**config.mk**
```make
export PLATFORM = sky130hd
export DESIGN_NAME = rsc_top
export DESIGN_NICKNAME = d
export VERILOG_FILES = /design/src/hdl/rsc_pkg.sv /design/src/hdl/rsc_sync.sv /design/src/hdl/rsc_top.sv
export SDC_FILE = /design/constraint.sdc
export NUM_CORES = 1
export LEC_CHECK = 0
export BUFFER_PORTS_ARGS = -buffer_cell sky130_fd_sc_hd__buf_4
export CORE_MARGIN = 5
export CORE_UTILIZATION = 50
export DETAILED_ROUTE_END_ITERATION = 12
export GPL_ROUTABILITY_DRIVEN = 0
export HOLD_SLACK_MARGIN = 0.06
export PLACE_DENSITY = 0.81
export SKIP_CTS_REPAIR_TIMING = 1
export SLEW_MARGIN = 10
export SYNTH_ARGS = -nofsm -noshare
export SYNTH_HDL_FRONTEND = slang
export SYNTH_SLANG_ARGS = --single-unit
```
**constraint.sdc**
```tcl
create_clock -name CLK -period 2.9 [get_ports CLK]
set_input_delay 0 -clock CLK [delete_from_list [all_inputs] [get_ports CLK]]
set_output_delay 0 -clock CLK [all_outputs]
set_load 0.03 [all_outputs]
```
**src/hdl/rsc_pkg.sv**
```systemverilog
// Purpose: Shared constants and types of the reset source controller
// Assumes: 32-bit classic Wishbone register access, byte address = 4 * index
// Notes:   Registers are 8 bits wide and sit in the low byte lane
package rsc_pkg;

	// ------------------------------------------------------------
	// Register indices and bus geometry
	// ------------------------------------------------------------
	localparam int          ADDR_W          = 16;
	localparam int          DATA_W          = 32;
	localparam logic [11:0] IDX_CAUSE_FLAGS = 12'hfcc;
	localparam logic [11:0] IDX_CONFIG      = 12'hfde;
	localparam logic [11:0] IDX_COMMIT_KEY  = 12'hfdf;
	localparam logic [11:0] IDX_IRQ_STATUS  = 12'hfe0;
	localparam logic [11:0] IDX_IRQ_MASK    = 12'hfe1;

	// ------------------------------------------------------------
	// Commit key codes
	// ------------------------------------------------------------
	localparam logic [7:0]  KEY_PIN_DISABLE = 8'hb2;
	localparam logic [7:0]  KEY_VECT_AREA   = 8'hd4;
	localparam logic [7:0]  KEY_FLAG_CLEAR  = 8'h71;

	// ------------------------------------------------------------
	// Field positions
	// ------------------------------------------------------------
	localparam int          BIT_PIN_DIS     = 0;
	localparam int          BIT_AREA        = 1;
	localparam int          BIT_VECTOR      = 2;
	localparam int          CFG_W           = 3;
	localparam int          BIT_WDOG        = 0;
	localparam int          BIT_CLK_FAULT   = 1;
	localparam int          BIT_VDET1       = 2;
	localparam int          BIT_VDET2       = 3;
	localparam int          BIT_TRIM        = 4;
	localparam int          BIT_TRIM_STATE  = 5;
	localparam int          BIT_FLASH       = 6;
	localparam int          BIT_FLAG_CLEAR  = 7;
	localparam int          CAUSE_W         = 7;
	localparam int          IRQ_W           = 3;
	localparam int          IRQ_INTERNAL    = 0;
	localparam int          IRQ_PIN         = 1;
	localparam int          IRQ_WARM_DONE   = 2;

	// ------------------------------------------------------------
	// Reset values
	// ------------------------------------------------------------
	localparam logic [7:0]  RST_BYTE        = 8'h00;
	localparam logic [31:0] RST_WORD        = 32'h0000_0000;

	// ------------------------------------------------------------
	// Timing
	// ------------------------------------------------------------
	localparam int          CLK_HZ          = 10_000_000;
	localparam int          MACHINE_CLKS    = 4;
	localparam int          SWITCH_GUARD_MC = 2;
	localparam int          WARMUP_CYCLES   = 256;

	typedef enum logic [1:0] {
		WS_HOLD,
		WS_WARM,
		WS_RUN
	} rsc_warm_state_type;

endpackage : rsc_pkg

```
**src/hdl/rsc_sync.sv**
```systemverilog
// Purpose: Two-stage synchroniser for pin level inputs
// Assumes: Inputs are asynchronous levels, no pulses shorter than two clocks
// Notes:   Only the second stage may be read by other logic
module rsc_sync #(
	parameter int          WIDTH = 1,
	parameter logic [31:0] INIT  = 32'h0000_0000
) (
	// Clock and reset
	input  wire logic             clk,
	input  wire logic             rst_n,
	// Data
	input  wire logic [WIDTH-1:0] din,
	output logic      [WIDTH-1:0] dout
);

	logic [WIDTH-1:0] meta_reg;

	always_ff @(posedge clk or negedge rst_n)
	begin
		if (!rst_n)
		begin
			meta_reg <= INIT[WIDTH-1:0];
			dout     <= INIT[WIDTH-1:0];
		end
		else
		begin
			meta_reg <= din;
			dout     <= meta_reg;
		end
	end

endmodule : rsc_sync

```
**src/hdl/rsc_top.sv**
```systemverilog
// Purpose: Reset source controller with committed pin disable and cause flags
// Assumes: RST_N is the power-on reset; fault sources come from logic on CLK
// Notes:   Registers are reached over classic Wishbone, one answer per request
// Operation
// System reset comes from pin, power-on, two voltage detectors, watchdog, clock, trim, flash.
// Committed pin-disable 0 lets the pin reset; 1 makes the pin ignored.
// Written pin-disable takes effect only when key 0xB2 is written.
// Only power-on clears committed pin-disable; every reset clears written config.
// Key 0xD4 commits config bits 2 and 1, 0x71 commits flag clear, others ignored.
// Software treats the key register as write-only, no read-modify-write.
// Software writes 0xB2 in normal mode with gear divider select 00.
// Status at key address shows committed pin-disable bit 0, others bits 2 and 1.
// Config and committed status bits 7 to 3 read as zero.
// Cause flags: watchdog 0, clock 1, voltage 1 2, voltage 2 3, trim 4, flash 6.
// Cause bit 5 reads one while abnormal trimming data is detected.
// Cause bits clear only by power-on, pin reset or committed flag clear.
// Clear bit 7 then key 0x71 clears all flags and the clear bit.
// Cause bit 7 always reads as zero.
// Software writes 0x71 in normal mode with gear divider select 00.
// Oscillator off within 2 machine cycles of clock switch raises clock reset.
// Warm-up counts after any reset release and restarts on a new reset.
// System reset while any source is active; pin counts only when enabled.
//
// The Wishbone register port was chosen for this implementation.
module rsc_top #(
	parameter int WARMUP_CYCLES = rsc_pkg::WARMUP_CYCLES,
	parameter int MACHINE_CLKS  = rsc_pkg::MACHINE_CLKS
) (
	// Clock and power-on reset
	input  wire logic                       CLK,
	input  wire logic                       RST_N,
	// Wishbone slave
	input  wire logic                       WB_CYC_I,
	input  wire logic                       WB_STB_I,
	input  wire logic                       WB_WE_I,
	input  wire logic [rsc_pkg::ADDR_W-1:0] WB_ADR_I,
	input  wire logic [3:0]                 WB_SEL_I,
	input  wire logic [rsc_pkg::DATA_W-1:0] WB_DAT_I,
	output logic      [rsc_pkg::DATA_W-1:0] WB_DAT_O,
	output logic                            WB_ACK_O,
	// External reset pin
	input  wire logic                       EXT_RESET_PIN_N,
	// Internal reset sources and abnormal trim status
	input  wire logic                       VDET1_RESET,
	input  wire logic                       VDET2_RESET,
	input  wire logic                       WATCHDOG_RESET,
	input  wire logic                       TRIM_RESET,
	input  wire logic                       FLASH_STANDBY_RESET,
	input  wire logic                       TRIM_ABNORMAL_STATE,
	// Clock generator control watch
	input  wire logic                       MAIN_CLOCK_SOURCE_SELECT,
	input  wire logic                       HIGH_OSC_ENABLE,
	// Reset outputs
	output logic                            SYS_RESET_N,
	output logic                            WARMUP_BUSY,
	output logic                            PIN_DISABLE_COMMITTED,
	output logic                            VECTOR_SELECT_COMMITTED,
	output logic                            AREA_SELECT_COMMITTED,
	output logic                            IRQ
);

	// ------------------------------------------------------------
	// Helpers
	// ------------------------------------------------------------
	function automatic logic idx_hit(input logic [rsc_pkg::ADDR_W-1:0] adr, input logic [11:0] idx);
		idx_hit = (adr[1:0] == 2'b00) && (adr[rsc_pkg::ADDR_W-1:2] == {2'b00, idx});
	endfunction : idx_hit
	localparam int WARM_W = $clog2(WARMUP_CYCLES + 1);
	localparam int MC_W   = $clog2(MACHINE_CLKS + 1);

	// ------------------------------------------------------------
	// Pin synchroniser
	// ------------------------------------------------------------
	logic pin_n_sync;
	rsc_sync #(.WIDTH(1), .INIT(32'h0000_0001)) i_rsc_sync (
		.clk   (CLK),
		.rst_n (RST_N),
		.din   (EXT_RESET_PIN_N),
		.dout  (pin_n_sync)
	);

	// ------------------------------------------------------------
	// Clock switch guard
	// ------------------------------------------------------------
	logic            clk_sel_prev_reg;
	logic            osc_en_prev_reg;
	logic [MC_W-1:0] mc_div_reg;
	logic            mc_tick;
	logic [1:0]      guard_cnt_reg;
	logic            clk_fault_reg;
	assign mc_tick = (mc_div_reg == MC_W'(MACHINE_CLKS - 1));
	always_ff @(posedge CLK or negedge RST_N)
	begin
		if (!RST_N)
			mc_div_reg <= '0;
		else
			mc_div_reg <= mc_tick ? '0 : mc_div_reg + MC_W'(1);
	end
	// Window restarts on every source switch; it ends at the second tick of the free-running machine-cycle divider
	always_ff @(posedge CLK or negedge RST_N)
	begin
		if (!RST_N)
		begin
			clk_sel_prev_reg <= 1'b0;
			osc_en_prev_reg  <= 1'b0;
			guard_cnt_reg    <= 2'b00;
			clk_fault_reg    <= 1'b0;
		end
		else
		begin
			clk_sel_prev_reg <= MAIN_CLOCK_SOURCE_SELECT;
			osc_en_prev_reg  <= HIGH_OSC_ENABLE;
			if (MAIN_CLOCK_SOURCE_SELECT != clk_sel_prev_reg)
				guard_cnt_reg <= 2'(rsc_pkg::SWITCH_GUARD_MC);
			else if (mc_tick && guard_cnt_reg != 2'b00)
				guard_cnt_reg <= guard_cnt_reg - 2'b01;
			clk_fault_reg <= (guard_cnt_reg != 2'b00) && osc_en_prev_reg && !HIGH_OSC_ENABLE;
		end
	end

	// ------------------------------------------------------------
	// Reset combination
	// ------------------------------------------------------------
	logic       pin_dis_reg;
	logic       vect_reg;
	logic       area_reg;
	logic       pin_active;
	logic       internal_active;
	logic       any_active;
	logic [6:0] cause_set;
	assign pin_active      = !pin_n_sync && !pin_dis_reg;
	assign internal_active = VDET1_RESET | VDET2_RESET | WATCHDOG_RESET | clk_fault_reg
		| TRIM_RESET | FLASH_STANDBY_RESET;
	assign any_active      = pin_active | internal_active;
	assign cause_set[rsc_pkg::BIT_WDOG]       = WATCHDOG_RESET;
	assign cause_set[rsc_pkg::BIT_CLK_FAULT]  = clk_fault_reg;
	assign cause_set[rsc_pkg::BIT_VDET1]      = VDET1_RESET;
	assign cause_set[rsc_pkg::BIT_VDET2]      = VDET2_RESET;
	assign cause_set[rsc_pkg::BIT_TRIM]       = TRIM_RESET;
	assign cause_set[rsc_pkg::BIT_TRIM_STATE] = TRIM_ABNORMAL_STATE;
	assign cause_set[rsc_pkg::BIT_FLASH]      = FLASH_STANDBY_RESET;

	// ------------------------------------------------------------
	// Warm-up sequencing
	// ------------------------------------------------------------
	rsc_pkg::rsc_warm_state_type state_reg;
	logic [WARM_W-1:0]           warm_cnt_reg;
	logic                        warm_done;
	assign warm_done = (state_reg == rsc_pkg::WS_WARM) && (warm_cnt_reg == WARM_W'(WARMUP_CYCLES - 1));
	// Any new reset throws the counter back, also in the middle of warm-up
	always_ff @(posedge CLK or negedge RST_N)
	begin
		if (!RST_N)
		begin
			state_reg    <= rsc_pkg::WS_HOLD;
			warm_cnt_reg <= '0;
		end
		else if (any_active)
		begin
			state_reg    <= rsc_pkg::WS_HOLD;
			warm_cnt_reg <= '0;
		end
		else
		begin
			case (state_reg)
				rsc_pkg::WS_HOLD:
					state_reg <= rsc_pkg::WS_WARM;
				rsc_pkg::WS_WARM:
				begin
					if (warm_done)
						state_reg <= rsc_pkg::WS_RUN;
					else
						warm_cnt_reg <= warm_cnt_reg + WARM_W'(1);
				end
				rsc_pkg::WS_RUN:
					state_reg <= rsc_pkg::WS_RUN;
				default:
					state_reg <= rsc_pkg::WS_HOLD;
			endcase
		end
	end
	always_ff @(posedge CLK or negedge RST_N)
	begin
		if (!RST_N)
		begin
			SYS_RESET_N <= 1'b0;
			WARMUP_BUSY <= 1'b1;
		end
		else
		begin
			SYS_RESET_N <= !any_active;
			WARMUP_BUSY <= any_active || (state_reg != rsc_pkg::WS_RUN && !warm_done);
		end
	end

	// ------------------------------------------------------------
	// Bus slave
	// ------------------------------------------------------------
	logic req;
	logic wr_fire;
	logic lane0;
	logic hit_cause;
	logic hit_cfg;
	logic hit_key;
	logic hit_ists;
	logic hit_imsk;
	assign req       = WB_CYC_I && WB_STB_I;
	assign wr_fire   = req && WB_ACK_O && WB_WE_I;
	assign lane0     = WB_SEL_I[0];
	assign hit_cause = idx_hit(WB_ADR_I, rsc_pkg::IDX_CAUSE_FLAGS);
	assign hit_cfg   = idx_hit(WB_ADR_I, rsc_pkg::IDX_CONFIG);
	assign hit_key   = idx_hit(WB_ADR_I, rsc_pkg::IDX_COMMIT_KEY);
	assign hit_ists  = idx_hit(WB_ADR_I, rsc_pkg::IDX_IRQ_STATUS);
	assign hit_imsk  = idx_hit(WB_ADR_I, rsc_pkg::IDX_IRQ_MASK);
	// One wait state, ack for one cycle; unmapped addresses answer with zero
	always_ff @(posedge CLK or negedge RST_N)
	begin
		if (!RST_N)
			WB_ACK_O <= 1'b0;
		else
			WB_ACK_O <= req && !WB_ACK_O;
	end

	// ------------------------------------------------------------
	// Written configuration and commit keys
	// ------------------------------------------------------------
	logic [rsc_pkg::CFG_W-1:0] cfg_reg;
	logic                      fclr_reg;
	logic                      key_wr;
	logic [7:0]                key_val;
	logic                      flag_clear_fire;
	assign key_wr          = wr_fire && hit_key && lane0;
	assign key_val         = WB_DAT_I[7:0];
	assign flag_clear_fire = key_wr && key_val == rsc_pkg::KEY_FLAG_CLEAR && fclr_reg;
	// Written values are lost on every reset source, committed ones are not
	always_ff @(posedge CLK or negedge RST_N)
	begin
		if (!RST_N)
		begin
			cfg_reg  <= rsc_pkg::RST_BYTE[rsc_pkg::CFG_W-1:0];
			fclr_reg <= 1'b0;
		end
		else if (any_active)
		begin
			cfg_reg  <= '0;
			fclr_reg <= 1'b0;
		end
		else
		begin
			if (wr_fire && hit_cfg && lane0)
				cfg_reg <= WB_DAT_I[rsc_pkg::CFG_W-1:0];
			if (flag_clear_fire)
				fclr_reg <= 1'b0;
			else if (wr_fire && hit_cause && lane0)
				fclr_reg <= WB_DAT_I[rsc_pkg::BIT_FLAG_CLEAR];
		end
	end
	// Only the power-on reset reaches the committed settings
	always_ff @(posedge CLK or negedge RST_N)
	begin
		if (!RST_N)
		begin
			pin_dis_reg <= 1'b0;
			vect_reg    <= 1'b0;
			area_reg    <= 1'b0;
		end
		else if (key_wr)
		begin
			if (key_val == rsc_pkg::KEY_PIN_DISABLE)
				pin_dis_reg <= cfg_reg[rsc_pkg::BIT_PIN_DIS];
			if (key_val == rsc_pkg::KEY_VECT_AREA)
			begin
				vect_reg <= cfg_reg[rsc_pkg::BIT_VECTOR];
				area_reg <= cfg_reg[rsc_pkg::BIT_AREA];
			end
		end
	end
	assign PIN_DISABLE_COMMITTED   = pin_dis_reg;
	assign VECTOR_SELECT_COMMITTED = vect_reg;
	assign AREA_SELECT_COMMITTED   = area_reg;

	// ------------------------------------------------------------
	// Cause flags
	// ------------------------------------------------------------
	logic [rsc_pkg::CAUSE_W-1:0] cause_reg;
	logic [rsc_pkg::CAUSE_W-1:0] cause_next;
	// A cause arriving with the clear is kept: set wins over clear
	assign cause_next = ((flag_clear_fire || pin_active) ? '0 : cause_reg) | cause_set;
	always_ff @(posedge CLK or negedge RST_N)
	begin
		if (!RST_N)
			cause_reg <= rsc_pkg::RST_BYTE[rsc_pkg::CAUSE_W-1:0];
		else
			cause_reg <= cause_next;
	end

	// ------------------------------------------------------------
	// Interrupt status and mask
	// ------------------------------------------------------------
	logic [rsc_pkg::IRQ_W-1:0] ists_reg;
	logic [rsc_pkg::IRQ_W-1:0] imsk_reg;
	logic [rsc_pkg::IRQ_W-1:0] irq_event;
	logic                      pin_active_prev_reg;
	logic                      int_active_prev_reg;
	always_ff @(posedge CLK or negedge RST_N)
	begin
		if (!RST_N)
			{pin_active_prev_reg, int_active_prev_reg} <= 2'b00;
		else
			{pin_active_prev_reg, int_active_prev_reg} <= {pin_active, internal_active};
	end
	assign irq_event[rsc_pkg::IRQ_INTERNAL]  = internal_active && !int_active_prev_reg;
	assign irq_event[rsc_pkg::IRQ_PIN]       = pin_active && !pin_active_prev_reg;
	assign irq_event[rsc_pkg::IRQ_WARM_DONE] = warm_done && !any_active;
	// Write one to clear; a new event in the same cycle keeps its bit
	always_ff @(posedge CLK or negedge RST_N)
	begin
		if (!RST_N)
			ists_reg <= '0;
		else if (wr_fire && hit_ists && lane0)
			ists_reg <= (ists_reg & ~WB_DAT_I[rsc_pkg::IRQ_W-1:0]) | irq_event;
		else
			ists_reg <= ists_reg | irq_event;
	end
	always_ff @(posedge CLK or negedge RST_N)
	begin
		if (!RST_N)
			imsk_reg <= '0;
		else if (wr_fire && hit_imsk && lane0)
			imsk_reg <= WB_DAT_I[rsc_pkg::IRQ_W-1:0];
	end
	always_ff @(posedge CLK or negedge RST_N)
	begin
		if (!RST_N)
			IRQ <= 1'b0;
		else
			IRQ <= |((ists_reg | irq_event) & imsk_reg);
	end

	// ------------------------------------------------------------
	// Read data
	// ------------------------------------------------------------
	logic [7:0] rd_byte;
	always_comb
	begin
		rd_byte = rsc_pkg::RST_BYTE;
		if (hit_cause)
			rd_byte = {1'b0, cause_reg};
		else if (hit_cfg)
			rd_byte = {5'b00000, cfg_reg};
		else if (hit_key)
			rd_byte = {5'b00000, vect_reg, area_reg, pin_dis_reg};
		else if (hit_ists)
			rd_byte = {5'b00000, ists_reg};
		else if (hit_imsk)
			rd_byte = {5'b00000, imsk_reg};
	end
	always_ff @(posedge CLK or negedge RST_N)
	begin
		if (!RST_N)
			WB_DAT_O <= rsc_pkg::RST_WORD;
		else if (req && !WB_ACK_O && !WB_WE_I)
			WB_DAT_O <= {24'h00_0000, rd_byte};
	end

endmodule : rsc_top

```
## After elaboration in Yosys (flattened, before gate mapping)

Cells that the tools add are included.

- $add $sub $neg: 3
- Equal/unequal tests: 16
- Mux-type cells: 21
- Bitwise logic cells: 12
- Reductions and logical operators: 53

Operators by type and width:

| kind | number |
|---|---|
| equality test 14 x 12 -> 1 bit (second input constant) | 5 |
| logical AND 1 bit | 31 |
| 2-to-1 mux 9 bit | 3 |
| 2-to-1 mux 3 bit | 8 |
| equality test 8 bit (second input constant) | 2 |
| 2-to-1 mux 7 bit | 2 |
| adder 9 x 1 -> 9 bit (second input constant) | 1 |
| equality test 9 x 8 -> 1 bit (second input constant) | 1 |
| zero test 1 bit | 9 |
| equality test 8 x 7 -> 1 bit (second input constant) | 1 |
| 2-to-1 mux 2 bit | 4 |
| nonzero test 2 bit | 4 |
| OR 7 bit | 1 |
| AND 3 bit | 2 |
| OR 1 bit | 6 |
| OR 3 bit | 2 |
| case mux 2 bit (3 select lines) | 1 |
| AND reduction 2 bit | 3 |
| zero test 2 bit | 2 |
| inequality test 2 bit (second input constant) | 2 |
| adder 3 x 1 -> 3 bit (second input constant) | 1 |
| equality test 3 x 2 -> 1 bit (second input constant) | 1 |
| 2-to-1 mux 1 bit | 3 |
| inequality test 3 bit (second input constant) | 1 |
| 8 further kinds | 9 |

- Bits in registers: 55
- Input port bits: 66
- Logic and storage cells: 129

## Longest topological paths before layout

- Depth in word-level cells: 11
- Gate-level depth with buffers: 9

## Modules after synthesis

A second synthesis with hierarchy kept.

- Cell total of the unflattened synthesis: 258
- Area, all modules: 2773.9 sq um

Modules (own cells, without submodules):

| module | instances | cells each | area each (sq um) | seq. area each (sq um) |
|---|---|---|---|---|
| rsc_top | 1 | 256 | 2721.4 | 1302.5 |
| rsc_sync | 1 | 2 | 52.6 | 52.6 |

## Least setup slack after synthesis

Ideal clock, no wire load.

- Kind: reg2reg
- Start: register warm_cnt_reg[0]
- End: register warm_cnt_reg[3]
- Setup time: 0.132 ns
- Arrival: 1.778 ns
- Setup slack: 0.991 ns
- Stages on the path, launching flop included: 10
- Path through: dfrtp_1 > ha_1 > nand3_1 > nor2_1 > ha_1 > nor2b_1 > buf_1 > nand4_1 > xor2_1 > nor2_1

- Cells in the longest elaborated chain, start to end: 4

Ends and longest elaborated chain:

| element | line | source |
|---|---|---|
| start: declaration | rsc_top.sv:147 | `logic [WARM_W-1:0] warm_cnt_reg;` |
| start signal: assignment | rsc_top.sv:173 | `warm_cnt_reg <= warm_cnt_reg + WARM_W'(1);` |
| adder 9 x 1 -> 9 bit or equality test 9 x 8 -> 1 bit (tied branches) | rsc_top.sv:173, rsc_top.sv:149 |  |
| 2-to-1 mux 9 bit or logical AND 1 bit (tied branches) | rsc_top.sv:170, rsc_top.sv:149 |  |
| 2-to-1 mux 9 bit or inequality test 2 bit (tied branches) | n/a |  |
| 2-to-1 mux 9 bit or AND reduction 2 bit (tied branches) | n/a |  |

Several ways; a longest one is shown, not always the timed one. The select of a mux whose other input is x is not followed.
A chain may end at the register's enable or synchronous reset.

## Worst setup path in the final report

- Start: register warm_cnt_reg[0]
- End: register warm_cnt_reg[5]

The elaborated chain is that of the path after synthesis.

==> flow_summary.toml <==
[cells_and_area]
n_fill_cell = 465
largest_register_ffs = 9
regArea_mm2 = 0.001355
n_antenna_cell = 0
final_cell_mix = "54 x buf_4, 51 x dfrtp_1, 25 x conb_1"
drive_above_1_share = 0.2553
multi_input_area_mm2 = 0.001289
synthToLayoutAreaGrowth_pct = 21.81
nNetsFinal = 405
instances_no_fill = 405
layout_commonest_cell = "buf_4"

[die]
core_area_mm2 = 0.005473
io_pins = 105
dieArea_mm2 = 0.007208
die_h_um = 84.90
die_x_um = 84.90
initial_utilization = 0.5126
rows = 27

[run]
maxCapViolations = 0

[drt]
avgRoutedWirePerCell_um = 14.32
wl_um = 5798
top_layer_used = "met4"
dr_wl_met3_um = 515
dr.first_iter.drc_count = 126
drc = 0
wl_met2_um = 2785
ant_nets = 0
vias_per_cell = 5.291
drtPass1Iterations = 4
via_count = 2143
wl_met1_um = 2409

[critical_path]
start_kind = "flop"
cpMaxStageDelayCell = "dfrtp_1"
rrSetupSlack_ns = 0.74
path_buf_inv = 0
path_delay_family = "simple AND/OR/NAND/NOR gates"
cp.required_ns = 3.14
cp.arrival_ns = 2.40
crit_chain = "ha_1, nand3_1, nor2_1, ha_1, nor2b_1, nand3_1, or3_1, a21oi_1"
path_max_fanout = 6
worst-setup-path-type = "flop to flop"
critical-path-max-stage-delay_ns = 0.43
endpoint_kind = "flop"

[yosys]
synth-edff-count = 0
synth_fa_ha_area_frac = 0.03122
synth-xor-area-share = 0.02498
synthCells = 261
synth-simple-area-share = 0.2212
yosysSeqAreaShare = 0.4831
synth_compound_area_frac = 0.09367
ys_ff_latch = 54
synth.distinct_cells = 53
synth_area_mm2 = 0.002805
synthMuxAreaShare = 0.05486
synth_top_family_by_area = "simple AND/OR/NAND/NOR gates"
ys_warn_count = 0
synth-async-reset-ratio = 1.000
synth_ff_type = "dfrtp_1"
post_synth.cell_area_avg_um2 = 10.75

[cts]
cts_tree = "yes"
cts.sinks = 54
cts_buffers = 5
h-tree-depth = 2
clk_pin_slew_ns = 0.10
insertion_delay_ns = 0.31
cts-root-to-sink-buffers = 2
clockRootBuffer = "clkbuf_8"

[timing]
rsz0062_at_grt = "no"
fin_ws_ns = 0.7375
hold_ws_ns = 0.07039
worstMarginPinSlew_ns = 0.8275
fmax_mhz = 462.4
maxSlewViolCount = 0
period_share = 0.7457
finClkSkew_ns = 0.01089
min_period_ns = 2.163
tns_ns = 0
setup_violations = 0
slew_headroom = 0.4441
hold_viol_final = 0

[hold_path]
hold_path_class = "input port to flop"

[placement]
pre_cts_ws_ns = 0.7368
dp_cells = 382
io_buffers = 52
place_hpwl_um = 4307

[global_routing]
grt_overflow = 0
antenna_found_initial = 0
grt_max_degree = 55
grt.total_usage = 0.1619
grt_pass1_wl_um = 9584
grt_pass1_vias = 2087

[power]
power.density_mw_per_mm2 = 416.2
ir_drop_mv = 0.3751
p_leak_nw = 1.560

[run_status]
status = "finished, final reports clean"
-- cell families (layout without fill, tap and decap cells) --
group                    count (synthesis)  count (layout)
AND/OR/NAND/NOR                         97              97
flip-flops                              54              54
AO/OA/AOI/OAI                           40              40
buffers and inverters                   40              88
multiplexers                            14              14
XOR/XNOR                                 8               8
adder cells (fa/ha/maj)                  7               7
other                                    1              25
-- Yosys cell counts, drive strengths merged (4+ instances only) --
library cell / n / area, µm²
inv: 11 / 41.29
nor2b: 4 / 25.02
nand4: 11 / 68.82
buf: 28 / 206.5
o21bai: 7 / 52.55
nand3: 10 / 50.05
o21ai: 12 / 60.06
xor2: 5 / 43.79
nor4: 4 / 55.05
nor2: 22 / 82.58
a21oi: 8 / 40.04
nand2: 19 / 71.32
dfrtp: 51 / 1276
nand3b: 4 / 33.78
mux2: 11 / 123.9
ha: 7 / 87.58
nand4bb: 4 / 82.58
-- metal layers --
metal | vias up | GRT usage
met3 | 7 | 0.05728
met1 | 1041 | 0.1990
li1 | 1022 | -
met4 | 0 | 0.05180
met5 | - | 0
met2 | 73 | 0.2669
-- through the flow --
stage | cell area (µm²) | utilization | power (W)
detailed placement | 3181 | 0.5812 | 0.001008
global route | 3417 | 0.6244 | 0.001485
CTS | 3267 | 0.5969 | 0.001417
floorplan | 2895 | - | 0.0009425
finish | 3417 | 0.6244 | 0.001422
global placement | 3181 | 0.5812 | 0.001003
-- path summary, 6_finish.rpt --
path	start	end	cells past startpoint
setup / recovery	warm_cnt_reg[0]	warm_cnt_reg[5]	8
hold / removal	WB_DAT_I[7]	fclr_reg	4
setup reg to reg	warm_cnt_reg[0]	warm_cnt_reg[5]	8
hold reg to reg	i_rsc_sync.meta_reg	i_rsc_sync.dout	0
max in group asynchronous	RST_N	state_reg[0]	2
min in group asynchronous	RST_N	cfg_reg[1]	2
-- layout make-up --
cell class | count | area share
clock buffers | 6 | 0.02124
repair buffers | 69 | 0.1626
well taps | 72 | 0.02636
flip-flops and latches | 54 | 0.3966
inverters | 11 | 0.01208
clock inverters | 2 | 0.004028
multi-input cells | 191 | 0.3772
-- worst min-delay path: stages --
cell and delay (ns):
buf_4 0.11, inv_1 0.06, or3_1 0.11, a211oi_2 0.06
-- power breakdown --
| part | switching, W | internal [W] | leakage (nW) |
|---|---|---|---|
| Combinational | 0.000130 | 0.0000867 | 0.831 |
| Sequential | 0.0000139 | 0.000778 | 0.684 |
| Clock | 0.000242 | 0.000171 | 0.0452 |
Note: power is estimated with default switching activity, not from simulation.
